File: config.mk
export PLATFORM = sky130hd
export DESIGN_NAME = pma_regs
export DESIGN_NICKNAME = d
export VERILOG_FILES = /design/src/rtl/pma_pkg.sv /design/src/rtl/pma_alarm_flags.sv /design/src/rtl/pma_regs.sv
export SDC_FILE = /design/constraint.sdc
export NUM_CORES = 1
export LEC_CHECK = 0
export BUFFER_PORTS_ARGS = -buffer_cell sky130_fd_sc_hd__buf_2
export CORE_ASPECT_RATIO = 0.6
export CORE_MARGIN = 10
export CORE_UTILIZATION = 35
export CTS_CLUSTER_SIZE = 24
export DETAILED_ROUTE_END_ITERATION = 10
export GPL_ROUTABILITY_DRIVEN = 1
export SETUP_SLACK_MARGIN = 0.4
export SLEW_MARGIN = 20
export SYNTH_ARGS = -nofsm -noshare
export SYNTH_HDL_FRONTEND = slang
export SYNTH_SLANG_ARGS = --single-unit
File: constraint.sdc
create_clock -name mclk_i -period 1.5 [get_ports mclk_i]
set_input_delay 0.225 -clock mclk_i [delete_from_list [all_inputs] [get_ports mclk_i]]
set_output_delay 0.225 -clock mclk_i [all_outputs]
set_load 0.01 [all_outputs]
File: src/rtl/pma_pkg.sv
// Constants for the power-profile and alarm-summary register slice.
// Assumes an 8-bit register port with a 12-bit address on one clock.
// Notes on behaviour
// RL1 - Second profile: 0x06 low, 0x0F high default
// RL2 - Third profile: 0x00 low, 0x04 high default
// RL3 - Fourth profile: 0x14 low, 0x1B high default
// RL4 - Host writes all profile registers together
// RL5 - Low-power codes only at or below 1 GSPS
// RL6 - Host calibrates after any mode change
// RL7 - Host clears calibration and link enables first
// RL8 - Summary bit 0 is OR of unmasked alarms
// RL9 - Masked alarm excluded from summary bit
// RL10 - Summary drives status pin when selected
// RL11 - Alarm flags sticky, cleared by writing one
// RL12 - Alarm flags reset set, value 0x3F
// RL13 - Mask bits block alarms, reset to ones
// RL14 - Summary recomputed each cycle, no extra latching
package pma_pkg;
  localparam int          ADDR_W            = 12;
  localparam int          DATA_W            = 8;
  localparam int          ALM_W             = 6;
  localparam logic [11:0] OFS_PROFILE_2     = 12'h029A;
  localparam logic [11:0] OFS_PROFILE_3     = 12'h029B;
  localparam logic [11:0] OFS_PROFILE_4     = 12'h029C;
  localparam logic [11:0] OFS_ALARM_SUM     = 12'h02C0;
  localparam logic [11:0] OFS_ALARM_FLAGS   = 12'h02C1;
  localparam logic [11:0] OFS_ALARM_MASK    = 12'h02C2;
  localparam logic [7:0]  PROF2_LOW         = 8'h06;
  localparam logic [7:0]  PROF2_HIGH        = 8'h0F;
  localparam logic [7:0]  PROF3_LOW         = 8'h00;
  localparam logic [7:0]  PROF3_HIGH        = 8'h04;
  localparam logic [7:0]  PROF4_LOW         = 8'h14;
  localparam logic [7:0]  PROF4_HIGH        = 8'h1B;
  localparam logic [5:0]  ALARM_FLAGS_RST   = 6'h3F;
  localparam logic [5:0]  ALARM_MASK_RST    = 6'h3F;
  localparam int          ALARM_SUM_BIT     = 0;
endpackage

File: src/rtl/pma_alarm_flags.sv
// Sticky alarm flags with write-one-to-clear.
// Assumes event pulses synchronous to mclk_i.
`timescale 1ns/1ps
module pma_alarm_flags
  import pma_pkg::*;
#(
  parameter int WIDTH = ALM_W
) (
  input  wire logic             mclk_i,
  input  wire logic             rst_n_i,
  input  wire logic [WIDTH-1:0] event_i,
  input  wire logic [WIDTH-1:0] clear_i,
  output logic      [WIDTH-1:0] flags_o
);
  // Refuse widths the reset constant cannot cover
  if (WIDTH < 1 || WIDTH > ALM_W) begin : g_bad_width
    $error("pma_alarm_flags: WIDTH out of range");
  end

  // Per-bit flag, set wins over clear
  for (genvar g = 0; g < WIDTH; g++) begin : g_flag
    always_ff @(posedge mclk_i or negedge rst_n_i) begin
      if (!rst_n_i) begin
        flags_o[g] <= ALARM_FLAGS_RST[g]; // RL12
      end else if (event_i[g]) begin
        flags_o[g] <= 1'b1; // RL11
      end else if (clear_i[g]) begin
        flags_o[g] <= 1'b0; // RL11
      end
    end
  end
endmodule

File: src/rtl/pma_regs.sv
// Power-profile and alarm-summary registers behind the configuration port.
// Assumes a one-cycle write strobe and a registered read answer.
`timescale 1ns/1ps
module pma_regs
  import pma_pkg::*;
(
  input  wire logic              mclk_i,
  input  wire logic              rst_n_i,
  input  wire logic              wr_en_i,
  input  wire logic              rd_en_i,
  input  wire logic [ADDR_W-1:0] addr_i,
  input  wire logic [DATA_W-1:0] wdata_i,
  input  wire logic [ALM_W-1:0]  alarm_event_i,
  input  wire logic              cal_status_i,
  input  wire logic              status_sel_alarm_i,
  output logic      [DATA_W-1:0] rdata_o,
  output logic                   rvalid_o,
  output logic      [DATA_W-1:0] profile_code_second_o,
  output logic      [DATA_W-1:0] profile_code_third_o,
  output logic      [DATA_W-1:0] profile_code_fourth_o,
  output logic                   status_output_pin_o
);
  logic [ALM_W-1:0]  alarm_sticky_flags;
  logic [ALM_W-1:0]  alarm_mask_bits;
  logic [DATA_W-1:0] alarm_summary;

  // Refuse field widths the zero padding cannot serve
  if (DATA_W != 8 || ALM_W < 1 || ALM_W >= DATA_W) begin : g_bad_cfg
    $error("pma_regs: alarm field does not fit the data word");
  end

  // Address decode
  wire hit_p2   = addr_i == OFS_PROFILE_2;
  wire hit_p3   = addr_i == OFS_PROFILE_3;
  wire hit_p4   = addr_i == OFS_PROFILE_4;
  wire hit_sum  = addr_i == OFS_ALARM_SUM;
  wire hit_flag = addr_i == OFS_ALARM_FLAGS;
  wire hit_mask = addr_i == OFS_ALARM_MASK;
  wire hit_any  = hit_p2 | hit_p3 | hit_p4 | hit_sum | hit_flag | hit_mask;

  // Write-one-to-clear pulses for the sticky flags
  wire [ALM_W-1:0] flag_clear = (wr_en_i && hit_flag) ? wdata_i[ALM_W-1:0] : '0; // RL11

  // Summary is a plain combinational OR of unmasked flags
  wire summary_bit = |(alarm_sticky_flags & ~alarm_mask_bits); // RL8 RL9 RL13 RL14
  assign alarm_summary = {{(DATA_W-1){1'b0}}, summary_bit}; // RL8

  // Read mux, unmapped addresses read zero
  wire [DATA_W-1:0] next_rdata =
    hit_p2   ? profile_code_second_o :
    hit_p3   ? profile_code_third_o :
    hit_p4   ? profile_code_fourth_o :
    hit_sum  ? alarm_summary :
    hit_flag ? {{(DATA_W-ALM_W){1'b0}}, alarm_sticky_flags} :
    hit_mask ? {{(DATA_W-ALM_W){1'b0}}, alarm_mask_bits} : 8'h00;

  // Status pin source select
  wire next_status_pin = status_sel_alarm_i ? summary_bit : cal_status_i; // RL10

  pma_alarm_flags #(
    .WIDTH(ALM_W)
  ) u_flags (
    .mclk_i (mclk_i),
    .rst_n_i(rst_n_i),
    .event_i(alarm_event_i),
    .clear_i(flag_clear),
    .flags_o(alarm_sticky_flags)
  );

  // Profile and mask registers; any written profile code is stored, reserved codes included
  always_ff @(posedge mclk_i or negedge rst_n_i) begin
    if (!rst_n_i) begin
      profile_code_second_o <= PROF2_HIGH; // RL1
      profile_code_third_o  <= PROF3_HIGH; // RL2
      profile_code_fourth_o <= PROF4_HIGH; // RL3
      alarm_mask_bits       <= ALARM_MASK_RST; // RL13
    end else if (wr_en_i) begin
      if (hit_p2) profile_code_second_o <= wdata_i; // RL1
      if (hit_p3) profile_code_third_o <= wdata_i; // RL2
      if (hit_p4) profile_code_fourth_o <= wdata_i; // RL3
      if (hit_mask) alarm_mask_bits <= wdata_i[ALM_W-1:0]; // RL13
    end
  end

  // Registered read answer and status pin
  always_ff @(posedge mclk_i or negedge rst_n_i) begin
    if (!rst_n_i) begin
      rdata_o             <= 8'h00;
      rvalid_o            <= 1'b0;
      status_output_pin_o <= 1'b0;
    end else begin
      rvalid_o            <= rd_en_i;
      status_output_pin_o <= next_status_pin; // RL10
      if (rd_en_i) rdata_o <= next_rdata;
    end
  end
endmodule

==> results of run 1 <==
-- critical path, cell delays in order --
cell and delay [ps]:
buf_6 90, or4b_4 550, or3b_4 470, nor3_4 210
buf_12 150, mux2_4 290
-- sequential cells by signal (all words and copies together) (netlist names) --
signal                 count
alarm_mask_bits            6
profile_code_fourth_o      8
profile_code_second_o      8
profile_code_third_o       8
rdata_o                    8
rvalid_o                   1
status_output_pin_o        1
u_flags.flags_o            6
-- cells in the final DEF (no fill, tap or decap), types with 2 or more instances in the layout --
cell / instances
buf_4: 52
a21oi_1: 2
buf_2: 51
a21o_1: 6
a22oi_1: 3
dfrtp_1: 25
buf_6: 22
nor3b_1: 2
a32o_1: 2
a21oi_4: 2
mux2_2: 23
a21oi_2: 4
o21ai_0: 5
clkbuf_8: 6
o211ai_1: 4
mux2_4: 7
nor2_1: 5
nor3_4: 3
nand2_2: 2
nand3_4: 3
o22ai_4: 2
nand3_1: 6
or3b_4: 2
o22ai_1: 8
nand2_1: 10
a221oi_2: 4
nor2b_1: 4
buf_12: 3
inv_1: 14
dfstp_2: 21
-- layout make-up --
cell class / count / area, sq um
Clock buffer: 6 / 82.6
Clock inverter: 2 / 12.5
Fill cell: 549 / 2580
Inverter: 15 / 56.3
Multi-Input combinational cell: 127 / 1180
Sequential cell: 46 / 1180
Tap cell: 84 / 105
Timing Repair Buffer: 130 / 971
-- kinds of logic after synthesis --
family                 count (synthesis)
buffers and inverters                 21
AND/OR/NAND/NOR                       49
AO/OA/AOI/OAI                         48
multiplexers                          30
flip-flops                            46
-- power groups by stage --
stage          Combinational [mW]  Sequential [mW]  Clock, mW
2_1_floorplan              0.0597             1.28          0
3_3_place_gp                0.219             1.28          0
3_5_place_dp                0.220             1.28          0
4_1_cts                     0.238             1.26      0.820
5_1_grt                     0.265             1.26      0.863
6_report                    0.242             1.26      0.799
-- per-layer routing --
metal / vias up / share of wire [%] / global-route usage, %
li1: 977 / - / -
met2: 68 / 42 / 21.7
met4: 0 / 0.45 / 1.74
met3: 4 / 10 / 4.59
met5: - / 0 / 0
met1: 1006 / 48 / 20.6
-- through the flow --
step	cell area, sq um	TNS [ps]	util [%]
2_1_floorplan	2260	-11510	-
3_3_place_gp	3020	-21220	49.0
3_5_place_dp	3020	-22620	49.0
4_1_cts	3530	-7640	57.2
5_1_grt	3590	-10680	58.2
6_report	3590	-8630	58.2
-- timing repair --
item / in CTS / in global routing
resized for setup: 54 / 7
setup buffers: 16 / 4
endpoints found under the hold margin: 12 / 0
endpoints found under the setup margin: 57 / 77
pin swaps: 16 / 9
hold buffers: 1 / 0
-- worst paths after layout --
kind | end | depth (start not counted) | slack, ps | start
max | alarm_mask_bits[0]$_DFFE_PN1P_ | 6 | -270 | addr_i[5]
min | status_output_pin_o$_DFF_PN0_ | 2 | 100 | status_sel_alarm_i
max reg2reg | rdata_o[0]$_DFFE_PN0P_ | 6 | -50 | alarm_mask_bits[0]$_DFFE_PN1P_
min reg2reg | rdata_o[1]$_DFFE_PN0P_ | 2 | 530 | rdata_o[1]$_DFFE_PN0P_
max in group asynchronous | alarm_mask_bits[5]$_DFFE_PN1P_ | 3 | 600 | rst_n_i
min in group asynchronous | profile_code_second_o[6]$_DFFE_PN0P_ | 2 | 380 | rst_n_i
==> out/results.ini, run 1 <==
[cells_and_area]
layout-drive-gt1-share_pct = 66.6
n_antenna_cell = 0
instances_no_fill = 410
final_net_count = 357
area_growth_pct = 60.1

[routing]
wl_um = 7330
drc = 0
postRouteAntennaNets = 0
num_vias = 2055
vias_per_cell = 5.01
first_pass_iters = 4
wl_per_cell_um = 17.9
drt_iter0_drc = 151

[clocking]
clock_tree.buffer_depth = 2
clk_transition_reported_paths_ps = 90
cts-root-buf = clkbuf_8
clock_latency_ps = 300
cts_tree = done
htreeDepth = 2
cts.sinks = 46
cts_made_buffers = 5

[yosys]
synth.top_cell.area_share_pct = 27.9
synthMuxAreaShare_pct = 15.1
synth_commonest_cells = 30 x mux2_2, 25 x dfrtp_1, 21 x dfstp_2
synth-edff-count = 0
synth-simple-area-share_pct = 14.0
synth.distinct_cells = 40
synthTopCellsByArea = dfrtp_1 28%, dfstp_2 25%, mux2_2 15%
synthArstFlopShare_pct = 100
ys_seq_area_share_pct = 52.5
synthCells = 194
synthAdderAreaFrac_pct = 0
ys_warn_count = 0
synth-compound-area-share_pct = 14.6
syn_nets = 226
yosys.area.top_type = dfrtp_1
yosys.cell_count.top_type = mux2_2
synth_top_family_by_area = multiplexers
synthesis.area_sq_mm = 0.00224
synthFlopType = dfrtp_1
synthXorXnorAreaFrac_pct = 0
syn_area_per_cell_sq_um = 11.6
ys_ff_latch = 46

[placed_design]
dpl.hpwl_um = 5610
dp.cells = 381
io_buffers = 65
place_congestion = 0.881
place_ws_ps = -725

[job]
max_cap_viol_count = 0

[outcome]
outcome = finished with violations
violations = setup timing

[grt]
grt_start_max_net_pins = 29
overflow = 0
grt_pass1_wl_um = 11500
grt_pass1_vias = 2121
antenna_found_initial = 0
track_usage_pct = 14.5

[pwr]
p_sw_share_pct = 24.6
leakage_nw = 1.73
p_int_mw = 1.73
clkPwrFrac_pct = 34.8
ir_drop_uv = 379
combPwrFrac_pct = 10.5
power_density_mw_per_mm2 = 640
power_switching_mw = 0.565
p_total_mw = 2.30
pwr-share-seq_pct = 54.7

[floorplanning]
die_area_sq_mm = 0.0101
start_util_pct = 36.4
ios = 66
fp-row-count = 22
die_w_um = 123
core_area_sq_mm = 0.00617
fp.dieH_um = 82.0

[sta]
tightest_slew_ps = 426
skew_ps = 3.77
setup_violations = 44
finalCritPeriodShare_pct = 118
finalMaxSlewViolations = 0
slew_headroom_pct = 71.6
worst_hold_slack_ps = 103
layout_setup_ws_ps = -269
finalHoldViolCount = 0
max_freq_mhz = 565
min_period_ps = 1770
rsz0062_at_grt = true

[critical_path]
start_kind = input port
path_class = input port to flop
crit_arrival_ps = 2000
crit_path_max_fanout = 6
critical_path_required_ps = 1730
critPathCaptureType = flop

[worst_hold_path]
hp-class = input port to flop

Note: power is estimated with default switching activity, not from simulation.
==> run 2, diff against run 1 <==
==> constraint.sdc (replaced) <==
create_clock -name mclk_i -period 1.5 [get_ports mclk_i]
set_input_delay 0.3 -clock mclk_i [delete_from_list [all_inputs] [get_ports mclk_i]]
set_output_delay 0.3 -clock mclk_i [all_outputs]
set_load 0.01 [all_outputs]
==> out/results.ini, run 2 (synthesized netlist as in run 1, its figures left out) <==
[outcome]
outcome = finished with violations
violations = setup timing

[critical_path]
crit_arrival_ps = 2040
critical_path_required_ps = 1730
rrSetupSlack_ps = -70
path_class = input port to flop
reg2reg_depth = 6
critPathCaptureType = flop
r2r_end = rdata_o[0]$_DFFE_PN0P_
crit_path_max_fanout = 4
r2r-start = alarm_mask_bits[0]$_DFFE_PN1P_
start_kind = input port

[worst_hold_path]
hp-class = input port to flop
whs_path_depth = 2
min_from = alarm_event_i[2]
whs_endpoint = u_flags.flags_o[2]$_DFFE_PN1P_

[pwr]
p_total_mw = 2.31
pwr-share-seq_pct = 54.5
p_sw_share_pct = 24.9
clkPwrFrac_pct = 35.0
power_density_mw_per_mm2 = 631
leakage_nw = 1.79
power_switching_mw = 0.574
ir_drop_uv = 339
p_int_mw = 1.73
combPwrFrac_pct = 10.6

[clocking]
cts-root-buf = clkbuf_8
cts_made_buffers = 5
htreeDepth = 2
cts_tree = done
clk_transition_reported_paths_ps = 90
clock_latency_ps = 300
clock_tree.buffer_depth = 2
cts.sinks = 46

[sta]
slew_headroom_pct = 68.6
setup_violations = 44
max_freq_mhz = 550
rsz0062_at_grt = true
tightest_slew_ps = 470
min_period_ps = 1820
finalCritPeriodShare_pct = 121
finalMaxSlewViolations = 0
layout_setup_ws_ps = -317
skew_ps = 7.16
worst_hold_slack_ps = 175
finalHoldViolCount = 0

[cells_and_area]
final_common_cell = buf_4
ff_latch_area_sq_mm = 0.00118
final_util_pct = 59.3
layout_common_cells = 57 x buf_4, 51 x buf_2, 25 x buf_6, 25 x dfrtp_1, 24 x mux2_2
instances_no_fill = 418
multi_input_area_sq_mm = 0.00117
stdcell_area_sq_mm = 0.00366
final_net_count = 365
fill_cells = 527
layout-drive-gt1-share_pct = 66.5
n_antenna_cell = 0
area_growth_pct = 63.1

[grt]
antenna_found_initial = 0
grt_pass1_vias = 2088
track_usage_pct = 14.2
grt_pass1_wl_um = 11200
overflow = 0
grt_start_max_net_pins = 47

[routing]
drt_iter0_drc = 146
drc = 0
postRouteAntennaNets = 0
wl_per_cell_um = 17.7
wl_um = 7400
first_pass_iters = 4
num_vias = 2060
vias_per_cell = 4.93

[placed_design]
dpl_cell_area_sq_mm = 0.00302
io_buffers = 65
dpl.hpwl_um = 5410
place_congestion = 0.888
dp.cells = 381

[floorplanning]
start_util_pct = 36.4
core_area_sq_mm = 0.00617
ios = 66
fp.dieH_um = 82.0
fp-row-count = 22
die_w_um = 123
die_area_sq_mm = 0.0101

[job]
max_cap_viol_count = 0

run 2: cell count changes in the layout (fill, tap and decap cells not counted), sizes merged:
| cell | delta |
|---|---|
| clkbuf | -1 |
| buf | +9 |
run 2: final cells by class:
cell class / count / area share (%)
clock buffer: 6 / 2.26
clock inverter: 2 / 0.342
inverter: 15 / 1.54
multi-input combinational: 127 / 31.9
sequential: 46 / 32.2
tap: 84 / 2.87
timing repair buffer: 138 / 28.9
run 2: layer usage:
| metal | track usage, % | up-vias | routed length [um] |
|---|---|---|---|
| met4 | 3.82 | 0 | 51 |
| met5 | 0 | - | 0 |
| met2 | 20.2 | 54 | 3090 |
| met1 | 20.4 | 1006 | 3690 |
| met3 | 4.32 | 5 | 568 |
| li1 | - | 995 | - |
run 2: power groups by stage:
stage          Sequential, mW  Combinational [mW]  Clock (mW)
2_1_floorplan            1.28              0.0597           0
3_5_place_dp             1.28               0.220           0
4_1_cts                  1.26               0.238       0.831
3_3_place_gp             1.28               0.219           0
5_1_grt                  1.26               0.267       0.869
6_report                 1.26               0.243       0.807
run 2: metrics by stage:
| step | setup slack [ps] | TNS (ps) |
|---|---|---|
| finish | -317 | -10680 |
| global route | -368 | -12200 |
| CTS | -310 | -7990 |
| detailed placement | -797 | -24950 |
| global placement | -878 | -24520 |
| floorplan | -538 | -14660 |
run 2: timing repair:
| item | in CTS | in global routing |
|---|---|---|
| setup endpoints to repair | 79 | 79 |
| buffers inserted | 18 | 10 |
| cloned | 0 | 0 |
| pin swaps | 9 | 9 |
| hold endpoints to repair | 25 | 0 |
| hold buffers | 1 | 0 |
| gates resized for setup | 39 | 20 |
run 2: worst max-delay path by stage:
stage,slack [ps],start,end
2_1_floorplan,-540,addr_i[5],alarm_mask_bits[0]$_DFFE_PN1P_
3_3_place_gp,-880,addr_i[5],rdata_o[0]$_DFFE_PN0P_
3_5_place_dp,-800,addr_i[5],rdata_o[0]$_DFFE_PN0P_
4_1_cts,-310,addr_i[10],alarm_mask_bits[5]$_DFFE_PN1P_
5_1_grt,-370,addr_i[10],rdata_o[3]$_DFFE_PN0P_
6_report,-320,addr_i[10],rdata_o[1]$_DFFE_PN0P_
run 2: critical path, stage by stage:
cell,delay [ps]
buf_6,90
or4b_4,540
or3b_4,450
buf_12,150
nor4_4,130
buf_6,160
a221oi_2,80
o22ai_1,130
==> run 3, diff against run 2 <==
PLACE_DENSITY = 0.63   (was default)
SETUP_SLACK_MARGIN = 0.5   (was 0.4)
==> out/results.ini, run 3 (synthesized netlist as in run 1, its figures left out) <==
[outcome]
outcome = finished with violations
violations = hold timing, setup timing

[placed_design]
place_congestion = 0.922
io_buffers = 65
dpl.hpwl_um = 5540

[routing]
postRouteAntennaNets = 0
wl_um = 7470
drt_iter0_drc = 128
drc = 0
wl_per_cell_um = 18.0
num_vias = 2062
first_pass_iters = 4
vias_per_cell = 4.96

[cells_and_area]
area_growth_pct = 62.3
final_common_cell = buf_4
final_net_count = 363
layout_common_cells = 59 x buf_4, 50 x buf_2, 25 x dfrtp_1
layout-drive-gt1-share_pct = 66.9
n_antenna_cell = 0

[critical_path]
cp_top_family = simple AND/OR/NAND/NOR gates
start_kind = input port
crit_arrival_ps = 2060
critical_path_buf_inv_count = 3
path_class = input port to flop
max_stage_delay_ps = 540
crit_path_frequent_cell = buf_6
crit_path_max_fanout = 5
critical_path_required_ps = 1740
critPathCaptureType = flop
crit_slowest_cell = or4b_4
cp_cell_sequence = buf_6 > or4b_4 > or3b_4 > buf_4 > nor4_4 > buf_6 > a221oi_2 > o22ai_1

[clocking]
cts_made_buffers = 5
clock_latency_ps = 310
cts-root-buf = clkbuf_8
htreeDepth = 2
cts.sinks = 46
clock_tree.buffer_depth = 2
cts_tree = done
clk_transition_reported_paths_ps = 90

[sta]
setup_violations = 42
finalCritPeriodShare_pct = 122
rsz0062_at_grt = true
finalMaxSlewViolations = 0
min_period_ps = 1820
finalHoldViolCount = 13
fin_setup_tns_ps = -8040
skew_ps = 9.20
layout_setup_ws_ps = -323
tightest_slew_ps = 421
slew_headroom_pct = 71.8
worst_hold_slack_ps = -113
max_freq_mhz = 548

[floorplanning]
start_util_pct = 36.4
die_w_um = 123
die_area_sq_mm = 0.0101
fp-row-count = 22
ios = 66
core_area_sq_mm = 0.00617
fp.dieH_um = 82.0

[job]
max_cap_viol_count = 0

[grt]
grt_start_max_net_pins = 23
antenna_found_initial = 0
grt_pass1_vias = 2135
overflow = 0
track_usage_pct = 15.0
grt_pass1_wl_um = 11700

[pwr]
ir_drop_uv = 328
p_total_mw = 2.32
power_density_mw_per_mm2 = 637
leakage_nw = 1.76

[worst_hold_path]
hp-class = input port to asynchronous set/reset pin

## run 3: changes by cell type in the layout (fill, tap and decap cells not counted), sizes merged
| cell | change |
|---|---|
| dlygate4sd3 | -1 |
| buf | -1 |
## run 3: metrics by stage
stage / area [sq um] / instances / hold WS (ps) / setup slack (ps) / utilization, %
after detailed placement: 3010 / 380 / 238 / -824 / 48.8
final: 3640 / 416 / -113 / -323 / 59.0
after floorplan: 2260 / 194 / 4.41 / -538 / -
after global placement: 3010 / 380 / 232 / -788 / 48.8
after CTS: 3460 / 408 / -97.4 / -327 / 56.1
after global routing: 3640 / 416 / -94.1 / -384 / 59.0
## run 3: report_power, final
group          leakage [nW]  internal (mW)  switching (mW)  total [mW]
Combinational          1.15          0.106           0.134       0.239
Clock                0.0472          0.371           0.452       0.823
Sequential            0.560           1.25         0.00433        1.26
Total                  1.76           1.73           0.590        2.32
## run 3: area by class of cell
class,count,area (sq um)
fill,520,2530
inverter,15,56.3
sequential,46,1180
timing repair buffer,136,1020
clock inverter,2,12.5
clock buffer,6,82.6
tap,84,105
multi-input combinational,127,1180
## run 3: worst paths after layout
path / from / endpoint / slack (ps) / cells after the start
max in group asynchronous: rst_n_i / u_flags.flags_o[0]$_DFFE_PN1P_ / 1040 / 2
hold / removal: rst_n_i / rdata_o[4]$_DFFE_PN0P_ / -110 / 1
setup reg to reg: alarm_mask_bits[0]$_DFFE_PN1P_ / rdata_o[0]$_DFFE_PN0P_ / -20 / 6
hold reg to reg: rdata_o[1]$_DFFE_PN0P_ / rdata_o[1]$_DFFE_PN0P_ / 540 / 2
min in group mclk_i: alarm_event_i[1] / u_flags.flags_o[1]$_DFFE_PN1P_ / 160 / 2
setup / recovery: addr_i[10] / rdata_o[3]$_DFFE_PN0P_ / -320 / 8
## run 3: worst register-to-register path, cell delays in order, from the launching register on
cell and delay, ps:
dfstp_2 580, nor2b_1 50, o22ai_1 160, a32oi_1 110
a2111oi_4 310, buf_4 170, o21a_1 100
## run 3: routing by layer
layer	vias to the layer above	wire length, um	track usage [%]
met1	1002	3710	22.0
met3	7	651	4.66
met2	61	3040	20.8
met5	-	0	0
li1	992	-	-
met4	0	61	3.70
## run 3: timing repair
item | CTS | global route
pin swaps | 10 | 8
resized for setup | 40 | 19
setup buffers | 20 | 8
hold endpoints to repair | 13 | 13
endpoints found under the setup margin | 79 | 79
